### src/design/dmi_map.vh
// Functional notes
// (RL1) one interrupt per channel, three event kinds
// (RL2) per event: flag, clear bit, enable bit
// (RL3) channel irq when enabled flag is set
// (RL4) seven channels first instance, five second
// (RL5) requests sharing a channel are ORed
// (RL6) peripherals gate their own requests
// (RL7) software enables one source per channel
// (RL8) fixed per-channel request source tables
// (RL9) flags sticky until write-one clear
// (RL10) channel global flag is OR of flags
// (RL11) global clear wipes all channel flags
// (RL12) circular mode sets full flag each pass
// (RL13) half flag at half count; error on bus error
`ifndef DMI_MAP_VH
`define DMI_MAP_VH

// register byte offsets
`define DMI_OFS_FLAG 12'h000
`define DMI_OFS_CLEAR 12'h004
`define DMI_OFS_CTL0 12'h008
`define DMI_OFS_CTL_STEP 12'h014
`define DMI_OFS_MASK 12'h0a0
`define DMI_ADDR_W 12

// per-channel nibble in flag, clear and mask registers
`define DMI_FLD_W 4
`define DMI_FLD_ANY 0
`define DMI_FLD_FULL 1
`define DMI_FLD_HALF 2
`define DMI_FLD_ERR 3

// control register fields
`define DMI_CTL_W 15
`define DMI_CTL_CHEN 0
`define DMI_CTL_FULL_IE 1
`define DMI_CTL_HALF_IE 2
`define DMI_CTL_ERR_IE 3
`define DMI_CTL_CIRC 5
`define DMI_CTL_LOCK_LO 8
`define DMI_CTL_LOCK_HI 14
`define DMI_CTL_RST 15'h0000

// channel counts and request slots
`define DMI_MAX_CH 7
`define DMI_SLOTS 8

// request slot masks, one byte per channel, channel 0 lowest
`define DMI_MAP_INST0 56'h1f1f3f7f1f1f07
`define DMI_MAP_INST1 56'h00000f0f0f3f1f

`define DMI_WORD_RST 32'h00000000

`endif

### src/design/dmi_chan_evt.v
`timescale 1ns/1ps
`default_nettype none
`include "dmi_map.vh"

module dmi_chan_evt (
	input wire i_core_clk, // system clock
	input wire i_rst_n, // async reset, active low
	input wire i_full_evt, // full pass done pulse
	input wire i_half_evt, // half count pulse
	input wire i_err_evt, // bus error pulse
	input wire [3:0] i_clr, // write-one clear nibble
	input wire [2:0] i_ien, // err, half, full enables
	output wire [3:0] o_flags, // err, half, full, any
	output wire o_irq // channel interrupt
);

reg full_r;
reg half_r;
reg err_r;
wire clr_all;

assign clr_all = i_clr[`DMI_FLD_ANY]; // [RL11]

// sticky flags, a set in the clear cycle wins
always @(posedge i_core_clk or negedge i_rst_n) begin
	if (!i_rst_n) begin
		full_r <= 1'b0;
		half_r <= 1'b0;
		err_r <= 1'b0;
	end else begin
		if (i_full_evt)
			full_r <= 1'b1; // [RL9]
		else if (i_clr[`DMI_FLD_FULL] | clr_all)
			full_r <= 1'b0; // [RL9] [RL11]
		if (i_half_evt)
			half_r <= 1'b1;
		else if (i_clr[`DMI_FLD_HALF] | clr_all)
			half_r <= 1'b0; // [RL9]
		if (i_err_evt)
			err_r <= 1'b1;
		else if (i_clr[`DMI_FLD_ERR] | clr_all)
			err_r <= 1'b0; // [RL9]
	end
end

// flag nibble with global flag in bit 0
assign o_flags = {err_r, half_r, full_r, full_r | half_r | err_r}; // [RL10]
// any enabled flag raises the line
assign o_irq = (full_r & i_ien[0]) | (half_r & i_ien[1]) |
	(err_r & i_ien[2]); // [RL3]

endmodule // dmi_chan_evt
`default_nettype wire

### src/design/dmi_irq_top.v
// The implementer's own choices: the APB slave port and the placing of the registers.
`timescale 1ns/1ps
`default_nettype none
`include "dmi_map.vh"

module dmi_irq_top #(
	parameter NUM_CH = 7,
	parameter [55:0] REQ_MAP = `DMI_MAP_INST0
) (
	input wire i_core_clk, // system clock, 40 MHz
	input wire i_rst_n, // async reset, active low
	input wire i_psel, // apb select
	input wire i_penable, // apb enable
	input wire i_pwrite, // apb direction
	input wire [11:0] i_paddr, // apb byte address
	input wire [31:0] i_pwdata, // apb write data
	output reg [31:0] o_prdata, // apb read data
	output wire o_pready, // apb ready
	output wire o_pslverr, // apb error
	input wire [NUM_CH-1:0] i_cnt_done, // count reached zero
	input wire [NUM_CH-1:0] i_half_cnt, // count at half
	input wire [NUM_CH-1:0] i_bus_err, // bus error response
	input wire [8*NUM_CH-1:0] i_periph_req, // request slots
	output wire [NUM_CH-1:0] o_ch_req, // combined requests
	output wire [NUM_CH-1:0] o_ch_irq, // per-channel irq
	output wire o_irq, // masked summary irq
	output wire [NUM_CH-1:0] o_chan_enable, // channel on
	output wire [NUM_CH-1:0] o_circular_enable, // reload mode
	output wire [15*NUM_CH-1:0] o_ch_ctl // control words
);

localparam FW = `DMI_FLD_W;
localparam SW = FW * NUM_CH;
localparam CW = `DMI_CTL_W;

// summary mask and decode results
reg [SW-1:0] mask_r;
reg [SW-1:0] clr_pulse;
reg [SW-1:0] mask_nxt;
reg [31:0] rd_nxt;
reg addr_ok;
wire [SW-1:0] flag_vec;
wire [NUM_CH-1:0] full_evt;
wire [NUM_CH-1:0] half_evt;
wire setup_ph;
wire access_ph;
wire wr_acc;
wire [4:0] ctl_sel;

// channel index of a control word address, all ones if none
function [4:0] ctl_index;
	input [11:0] addr;
	integer k;
	begin
		ctl_index = 5'h1f;
		for (k = 0; k < NUM_CH; k = k + 1) begin
			if (addr == `DMI_OFS_CTL0 + `DMI_OFS_CTL_STEP * k[11:0])
				ctl_index = k[4:0];
		end
	end
endfunction

// apb phases, zero wait state answer
assign setup_ph = i_psel & ~i_penable;
assign access_ph = i_psel & i_penable;
assign wr_acc = access_ph & i_pwrite;
assign o_pready = access_ph;
assign o_pslverr = access_ph & ~addr_ok;
assign ctl_sel = ctl_index(i_paddr);

// address decode and read mux
integer r;
always @* begin
	addr_ok = 1'b0;
	rd_nxt = `DMI_WORD_RST;
	if (i_paddr == `DMI_OFS_FLAG) begin
		addr_ok = 1'b1;
		rd_nxt[SW-1:0] = flag_vec; // [RL2]
	end else if (i_paddr == `DMI_OFS_CLEAR) begin
		addr_ok = 1'b1;
	end else if (i_paddr == `DMI_OFS_MASK) begin
		addr_ok = 1'b1;
		rd_nxt[SW-1:0] = mask_r;
	end else begin
		for (r = 0; r < NUM_CH; r = r + 1) begin
			if (ctl_sel == r[4:0]) begin
				addr_ok = 1'b1;
				rd_nxt[CW-1:0] = o_ch_ctl[CW*r +: CW];
			end
		end
	end
end

// read data captured in the setup cycle
always @(posedge i_core_clk or negedge i_rst_n) begin
	if (!i_rst_n)
		o_prdata <= `DMI_WORD_RST;
	else if (setup_ph)
		o_prdata <= rd_nxt;
end

// write-one clear strobes, ones only act
always @* begin
	clr_pulse = {SW{1'b0}};
	if (wr_acc && i_paddr == `DMI_OFS_CLEAR)
		clr_pulse = i_pwdata[SW-1:0]; // [RL9] [RL11]
end

// mask register next value, plain write
always @* begin
	mask_nxt = mask_r;
	if (wr_acc && i_paddr == `DMI_OFS_MASK)
		mask_nxt = i_pwdata[SW-1:0];
end

// summary mask register
always @(posedge i_core_clk or negedge i_rst_n) begin
	if (!i_rst_n)
		mask_r <= {SW{1'b0}};
	else
		mask_r <= mask_nxt;
end

// summary interrupt from flag register and mask
assign o_irq = |(flag_vec & mask_r);

genvar g;
generate
	for (g = 0; g < NUM_CH; g = g + 1) begin : g_ch
		localparam integer CH_IDX = g;
		reg [CW-1:0] ctl_r;
		reg half_seen_r;
		wire chen;
		assign chen = ctl_r[`DMI_CTL_CHEN];

		// control word, upper fields locked while enabled
		always @(posedge i_core_clk or negedge i_rst_n) begin
			if (!i_rst_n) begin
				ctl_r <= `DMI_CTL_RST;
			end else if (wr_acc && ctl_sel == CH_IDX[4:0]) begin
				if (!chen)
					ctl_r <= i_pwdata[CW-1:0]; // [RL2]
				else
					ctl_r <= {ctl_r[`DMI_CTL_LOCK_HI:`DMI_CTL_LOCK_LO],
						i_pwdata[`DMI_CTL_LOCK_LO-1:0]};
			end
		end

		// half flag on first arrival at half count
		always @(posedge i_core_clk or negedge i_rst_n) begin
			if (!i_rst_n)
				half_seen_r <= 1'b0;
			else if (i_cnt_done[g] | ~chen)
				half_seen_r <= 1'b0;
			else if (i_half_cnt[g])
				half_seen_r <= 1'b1;
		end
		assign half_evt[g] = i_half_cnt[g] & ~half_seen_r; // [RL13]

		// each pass end sets full, reload or not
		assign full_evt[g] = i_cnt_done[g]; // [RL12]

		// three events into one channel interrupt
		dmi_chan_evt u_evt (
			.i_core_clk(i_core_clk),
			.i_rst_n(i_rst_n),
			.i_full_evt(full_evt[g]),
			.i_half_evt(half_evt[g]),
			.i_err_evt(i_bus_err[g]), // [RL13]
			.i_clr(clr_pulse[FW*g +: FW]),
			.i_ien({ctl_r[`DMI_CTL_ERR_IE], ctl_r[`DMI_CTL_HALF_IE],
				ctl_r[`DMI_CTL_FULL_IE]}),
			.o_flags(flag_vec[FW*g +: FW]), // [RL2] [RL10]
			.o_irq(o_ch_irq[g]) // [RL1] [RL3] [RL4]
		);

		// fixed source table for this channel
		dmi_req_or #(
			.SLOTS(`DMI_SLOTS),
			.SLOT_MASK(REQ_MAP[8*g +: 8])
		) u_req (
			.i_req(i_periph_req[8*g +: 8]), // [RL6] [RL8]
			.o_req(o_ch_req[g]) // [RL5]
		);

		// engine-facing control bits
		assign o_chan_enable[g] = chen;
		assign o_circular_enable[g] = ctl_r[`DMI_CTL_CIRC];
		assign o_ch_ctl[CW*g +: CW] = ctl_r;
	end
endgenerate

endmodule // dmi_irq_top
`default_nettype wire

### src/design/dmi_req_or.v
`timescale 1ns/1ps
`default_nettype none
`include "dmi_map.vh"

module dmi_req_or #(
	parameter SLOTS = 8,
	parameter [7:0] SLOT_MASK = 8'hff
) (
	input wire [SLOTS-1:0] i_req, // peripheral requests
	output wire o_req // combined channel request
);

// unused slots are masked off, the rest ORed
assign o_req = |(i_req & SLOT_MASK[SLOTS-1:0]); // [RL5] [RL7]

endmodule // dmi_req_or
`default_nettype wire

### config.mk
export PLATFORM = sky130hd
export DESIGN_NAME = dmi_irq_top
export DESIGN_NICKNAME = d
export VERILOG_FILES = /design/src/design/dmi_chan_evt.v /design/src/design/dmi_irq_top.v /design/src/design/dmi_req_or.v
export VERILOG_INCLUDE_DIRS = /design/src /design/src/design
export SDC_FILE = /design/constraint.sdc
export NUM_CORES = 1
export LEC_CHECK = 0
export BUFFER_PORTS_ARGS = -buffer_cell sky130_fd_sc_hd__buf_2
export CAP_MARGIN = 30
export CORE_ASPECT_RATIO = 0.8
export CORE_MARGIN = 4
export CORE_UTILIZATION = 56
export DETAILED_ROUTE_END_ITERATION = 12
export HOLD_SLACK_MARGIN = 0.03
export PLACE_DENSITY = 0.86
export SLEW_MARGIN = 15
export SYNTH_ARGS = -nofsm -noshare
export SYNTH_HDL_FRONTEND = slang
export SYNTH_HIERARCHICAL = 1
export SYNTH_SLANG_ARGS = --single-unit
### constraint.sdc
create_clock -name i_core_clk -period 3.3 [get_ports i_core_clk]
set_input_delay 0.66 -clock i_core_clk [delete_from_list [all_inputs] [get_ports i_core_clk]]
set_output_delay 0.66 -clock i_core_clk [all_outputs]
set_load 0.005 [all_outputs]
==> impl_metrics.py, run 1 <==
metrics = {
    "run_status": {
        "run_status": "complete, no violations",
    },
    "power_and_ir_drop": {
        "p_sw_uw": 1190,
        "power_frac_clock_pct": 45.4,
        "combPwrFrac_pct": 6.9,
        "sw_frac_of_total_pct": 24.0,
        "seq_power_share_pct": 47.7,
        "power_leakage_uw": 0.00601,
        "p_int_uw": 3750,
        "peakVddDrop_mv": 0.360,
        "power_density_nw_per_um2": 422,
    },
    "timing": {
        "period_minus_slack_ns": 3.13,
        "tightest_slew_ns": 0.779,
        "tns_ns": 0,
        "worst_clock_skew_ns": 0.00894,
        "hold_slack_ns": 0.199,
        "finalHoldViolCount": 0,
        "rsz0062_at_grt": "no",
        "slew-limit-headroom_pct": 47.4,
        "max_freq_mhz": 320,
        "slew_viol_final": 0,
        "setup_viol": 0,
        "fin_crit_sh_pct": 94.8,
    },
    "floorplanning": {
        "placementRows": 42,
        "placeableCoreArea_sq_um": 16700,
        "start_util_pct": 57.5,
        "io_pins": 294,
        "die-area_sq_um": 19300,
        "dieHeight_microns": 125,
        "die_w_microns": 154,
    },
    "synth": {
        "async_reset_ff_share_pct": 100,
        "synth_seq_cells": 189,
        "synth-seq-area-share_pct": 49.2,
        "ys_warn_count": 6,
        "synth_area_sq_um": 9610,
        "synth_flop_cell": "dfrtp_1",
        "ys_types": 69,
        "synth_edf_count": 0,
        "synth_area_per_cell_sq_um": 11.3,
        "syn_inst": 848,
    },
    "placement": {
        "place.gp.congestion": 0.992,
        "placed_area_sq_um": 11100,
        "portBuffers": 265,
        "dp_hpwl_mm": 24.0,
    },
    "detailed_routing": {
        "drc": 0,
        "ant_nets": 0,
        "drt-total-wl_mm": 33.2,
        "detail_route.wl_per_cell_microns": 25.1,
        "first_iter_violations": 1241,
        "viasPerCell": 6.57,
        "dr.pass1.iters": 6,
        "dr_total_vias": 8703,
    },
    "worst_setup_path": {
        "worst-r2r-setup-slack_ns": 1.49,
        "cp-end-kind": "output port",
        "crit_fanout": 15,
        "required_ns": 2.64,
        "crit_type": "in -> out",
        "crit_path_start_kind": "primary input",
        "crit_arrival_ns": 2.47,
    },
    "global_routing": {
        "grt_pass1_vias": 8708,
        "antenna_found_initial": 0,
        "grt_overflow_total": 0,
        "grt_util_all_layers_pct": 33.6,
        "grt_pass1_wl_mm": 50.2,
        "grt_max_degree": 65,
    },
    "cts": {
        "cts_hold_buf": 0,
        "cts_sinks": 189,
        "tritoncts": "yes",
        "clkSlewWorstSetupHoldPaths_ns": 0.07,
        "cts_setup_buffers": 0,
        "cts_inserted_buffers": 17,
        "cts_root_buffer": "clkbuf_16",
        "h-tree-depth": 4,
        "clk_path_buf_depth": 2,
        "cts.repair.resized": 0,
        "clkLatencyLatePin_ns": 0.44,
    },
    "layout": {
        "fin_area_sq_um": 11700,
        "area_growth_pct": 21.7,
        "final_layout_size_suffix_gt1_share_pct": 45.0,
        "antenna_cells": 0,
        "nNetsFinal": 1218,
    },
    "min_path": {
        "hold_class": "in -> async",
    },
    "run": {
        "maxCapViolations": 0,
    },
}
==> layer usage <==
metal / GRT usage (%) / vias up / wire length [microns]
met4: 13.0 / 0 / 1360
met3: 11.6 / 146 / 4690
met2: 51.5 / 716 / 15000
met1: 44.5 / 4238 / 12100
li1: - / 3603 / -
met5: 0 / - / 0
==> synthesized netlist by cell type, types with 17 or more instances <==
cell | n | area, sq um
nand2_1 | 27 | 101
a21o_1 | 19 | 143
mux2_4 | 18 | 270
a22oi_1 | 18 | 135
dfrtp_1 | 189 | 4730
a21oi_1 | 17 | 85.1
nor2_1 | 82 | 308
clkbuf_1 | 27 | 101
buf_4 | 39 | 293
and2_1 | 35 | 219
a221oi_1 | 24 | 210
mux2_2 | 113 | 1270
==> area by class of cell <==
class | count | area (sq um)
fill | 1238 | 5020
sequential | 189 | 4730
multi-input combinational | 566 | 4330
timing repair buffer | 308 | 1680
clock buffer | 18 | 429
tap | 220 | 275
clock inverter | 14 | 206
inverter | 10 | 37.5
==> worst paths after layout <==
check / from / end / cells past startpoint
worst max-delay path: i_paddr[4] / o_pslverr / 5
worst min-delay path: i_rst_n / g_ch[5].u_evt/full_r / 1
worst max register to register: g_ch[0].ctl_r[0] / o_prdata[0] / 5
worst min register to register: o_prdata[20] / o_prdata[20] / 2
max in group asynchronous: i_rst_n / g_ch[0].ctl_r[4] / 2
min in group i_core_clk: i_cnt_done[6] / g_ch[6].half_seen_r / 2
==> critical path: stages <==
cell and delay, ns:
buf_2 0.18, or4_1 0.63, nor4_1 0.65, a211oi_1 0.17
buf_2 0.18
==> state kept, by name (all words and copies together) (netlist names) <==
name	flops
g_ch.u_evt/half_r	7
g_ch.u_evt/err_r	7
g_ch.half_seen_r	7
g_ch.ctl_r	105
mask_r	28
o_prdata	28
g_ch.u_evt/full_r	7
==> power by group through the flow <==
stage	logic [uW]	registers [uW]	clock network (uW)
after floorplan	117	2400	0
after global placement	325	2400	0
after detailed placement	332	2400	0
after CTS	335	2360	2260
after global routing	372	2360	2350
final	339	2360	2240
==> per-stage QoR <==
step / total power (uW) / util [%] / instances / setup WS, ns
after CTS: 4950 / 70.0 / 1325 / 0.270
final: 4940 / 70.0 / 1325 / 0.170
after global placement: 2720 / 66.2 / 1293 / 0.313
after floorplan: 2520 / - / 851 / 0.579
after global routing: 5080 / 70.0 / 1325 / 0.206
after detailed placement: 2730 / 66.2 / 1293 / 0.237
==> cells by family after synthesis <==
logic type	Yosys count	synth area share, %
DFF	189	49.2
muxes	133	16.3
buffers and inverters	96	5.90
AOI/OAI and AO/OA	173	13.8
and+or+nand+nor	255	14.7
other	1	0.0390
xor gates and xnor gates	1	0.0912
==> cell usage in the layout, fill, tap and decap left out, drive strengths merged, types with 5 or more instances in the layout <==
| cell type | n |
|---|---|
| nand3 | 14 |
| a22oi | 18 |
| inv | 15 |
| nor2b | 15 |
| nor2 | 86 |
| dfrtp | 189 |
| mux2 | 133 |
| a222oi | 15 |
| a21o | 26 |
| and3 | 13 |
| and2 | 35 |
| clkbuf | 18 |
| nor3 | 15 |
| a21oi | 17 |
| or3 | 9 |
| o211ai | 6 |
| nor4 | 7 |
| a22o | 6 |
| o21ai | 12 |
| a31oi | 5 |
| buf | 308 |
| nand2 | 28 |
| nor3b | 8 |
| a221oi | 24 |
| o22ai | 13 |
Note: power is estimated with default switching activity, not from simulation.
==> run 2, diff against run 1 <==
--- a/config.mk
+++ b/config.mk
@@ -6,14 +6,14 @@
 export SDC_FILE = /design/constraint.sdc
 export NUM_CORES = 1
 export LEC_CHECK = 0
-export BUFFER_PORTS_ARGS = -buffer_cell sky130_fd_sc_hd__buf_2
 export CAP_MARGIN = 30
 export CORE_ASPECT_RATIO = 0.8
 export CORE_MARGIN = 4
-export CORE_UTILIZATION = 56
+export CORE_UTILIZATION = 64
 export DETAILED_ROUTE_END_ITERATION = 12
+export DONT_BUFFER_PORTS = 1
 export HOLD_SLACK_MARGIN = 0.03
-export PLACE_DENSITY = 0.86
+export PLACE_DENSITY = 0.8
 export SLEW_MARGIN = 15
 export SYNTH_ARGS = -nofsm -noshare
 export SYNTH_HDL_FRONTEND = slang
==> run 2 against run 1 <==
Compared with the run above:
- the flow now finishes with violations (negative hold slack)
- register-to-register slack worse by 0.06 ns
- setup slack improved by 0.30 ns
- fmax grew 11%
- utilization increased by 0.62 points
- clock power grew 4%
- total power shrank 1.8%
- sequential cell count is the same
- largest power group unchanged
==> impl_metrics.py, run 2 (synthesized netlist as in run 1, its figures left out) <==
metrics = {
    "cts": {
        "cts_inserted_buffers": 17,
        "cts_root_buffer": "clkbuf_16",
        "cts.repair.resized": 0,
        "clkLatencyLatePin_ns": 0.45,
        "tritoncts": "yes",
        "cts_setup_buffers": 0,
        "clk_path_buf_depth": 2,
        "clkSlewWorstSetupHoldPaths_ns": 0.07,
        "h-tree-depth": 4,
        "cts_sinks": 189,
    },
    "detailed_routing": {
        "detail_route.wl_per_cell_microns": 30.6,
        "drt-total-wl_mm": 30.9,
        "ant_nets": 0,
        "drc": 0,
        "viasPerCell": 7.40,
        "dr.pass1.iters": 6,
        "dr_total_vias": 7466,
        "first_iter_violations": 935,
    },
    "placement": {
        "placed_area_sq_um": 9550,
        "post-place-cells": 977,
        "place.gp.congestion": 0.927,
        "pre_cts_ws_ns": 0.416,
        "dp_hpwl_mm": 21.7,
        "portBuffers": 0,
    },
    "layout": {
        "area_growth_pct": 6.47,
        "largest_reg_flops": 105,
        "fillers": 1037,
        "nNetsFinal": 938,
        "layout.cells.non_filler": 1009,
        "top_regs": "g_ch.ctl_r x105, mask_r x28, o_prdata x28",
        "antenna_cells": 0,
        "fin_area_sq_um": 10200,
        "largest_register": "g_ch.ctl_r",
        "mostFrequentLayoutCell": "dfrtp_1",
        "final_cell_mix": "dfrtp_1, mux2_2, nor2_1, and2_1",
        "final_layout_size_suffix_gt1_share_pct": 26.4,
    },
    "power_and_ir_drop": {
        "power_leakage_uw": 0.00469,
        "sw_frac_of_total_pct": 21.3,
        "p_int_uw": 3820,
        "power_frac_clock_pct": 48.4,
        "combPwrFrac_pct": 2.8,
        "seq_power_share_pct": 48.8,
        "finalPower_uw": 4850,
        "power_density_nw_per_um2": 474,
        "p_sw_uw": 1030,
        "peakVddDrop_mv": 0.414,
    },
    "floorplanning": {
        "placeableCoreArea_sq_um": 14500,
        "die_w_microns": 145,
        "dieHeight_microns": 118,
        "start_util_pct": 66.3,
        "die-area_sq_um": 17000,
        "placementRows": 39,
        "io_pins": 294,
    },
    "worst_setup_path": {
        "cp-end-kind": "output port",
        "required_ns": 2.64,
        "cp_slowest_cell": "or3_1",
        "crit_type": "reg -> out",
        "crit_top_cell": "nand4_1",
        "crit_fanout": 5,
        "crit_arrival_ns": 2.17,
        "crit_path_max_incr_delay_ns": 0.49,
        "worstPathCellList": "or3_1 -> a22oi_1 -> nand4_1 -> nor2_1 -> nand4_1",
        "crit_path_start_kind": "register",
    },
    "timing": {
        "setup_viol": 0,
        "period_minus_slack_ns": 2.83,
        "worst_clock_skew_ns": 0.0110,
        "slew_viol_final": 0,
        "slew-limit-headroom_pct": 44.5,
        "max_freq_mhz": 354,
        "rsz0062_at_grt": "no",
        "tns_ns": 0,
        "fin_crit_sh_pct": 85.7,
        "tightest_slew_ns": 0.822,
        "hold_slack_ns": -0.0940,
        "finalHoldViolCount": 189,
        "setup_slack_ns": 0.473,
    },
    "global_routing": {
        "grt_pass1_vias": 7754,
        "antenna_found_initial": 0,
        "grt_overflow_total": 0,
        "grt_util_all_layers_pct": 35.9,
        "grt_max_degree": 190,
        "grt_pass1_wl_mm": 46.7,
    },
    "run_status": {
        "violations": "negative hold slack",
        "run_status": "finished, violations left",
    },
    "min_path": {
        "hold_class": "in -> async",
    },
    "run": {
        "maxCapViolations": 0,
    },
}
## run 2: final timing paths
| path | start | to | slack (ns) | depth (start not counted) |
|---|---|---|---|---|
| worst max-delay path | g_ch[0].u_evt/full_r | o_irq | 0.47 | 5 |
| worst min-delay path | i_rst_n | g_ch[5].u_evt/half_r | -0.09 | 0 |
| worst max register to register | g_ch[0].ctl_r[0] | o_prdata[0] | 1.43 | 5 |
| worst min register to register | mask_r[21] | mask_r[21] | 0.54 | 1 |
| max in group asynchronous | i_rst_n | g_ch[5].ctl_r[7] | 3.04 | 0 |
| min in group i_core_clk | i_cnt_done[1] | g_ch[1].half_seen_r | 0.27 | 1 |
## run 2: area by class of cell
type	instances	area, sq um	share of cell area, %
Sequential cell	189	4730	46.2
Tap cell	184	230	2.25
Clock buffer	21	470	4.60
Timing Repair Buffer	28	223	2.18
Multi-Input combinational cell	566	4330	42.4
Inverter	10	37.5	0.367
Clock inverter	11	204	1.99
## run 2: critical path: cells and delay by family, from the launching register on
| family | cells | cell delay [ns] |
|---|---|---|
| simple gates | 4 | 1.03 |
| compound gates | 1 | 0.21 |
| flops | 1 | 0.48 |
## run 2: stage by stage
step                utilization, %  hold WS [ns]
finish                        70.6       -0.0940
global route                  70.6        -0.108
CTS                           70.6        -0.101
detailed placement            65.9         0.369
global placement              65.9         0.370
floorplan                        -         0.364
## run 2: layer usage
metal	wire (microns)	vias up	GRT usage, %
met5	0	-	0
met4	1390	0	15.7
met3	4900	131	17.3
met2	13800	635	53.8
met1	10800	3675	44.5
li1	-	3025	-
## run 2: power by group through the flow
stage,combinational [uW],clock [uW],sequential [uW]
final,137,2340,2370
after global routing,150,2450,2370
after CTS,133,2340,2370
after detailed placement,132,0,2410
after global placement,128,0,2410
after floorplan,117,0,2400
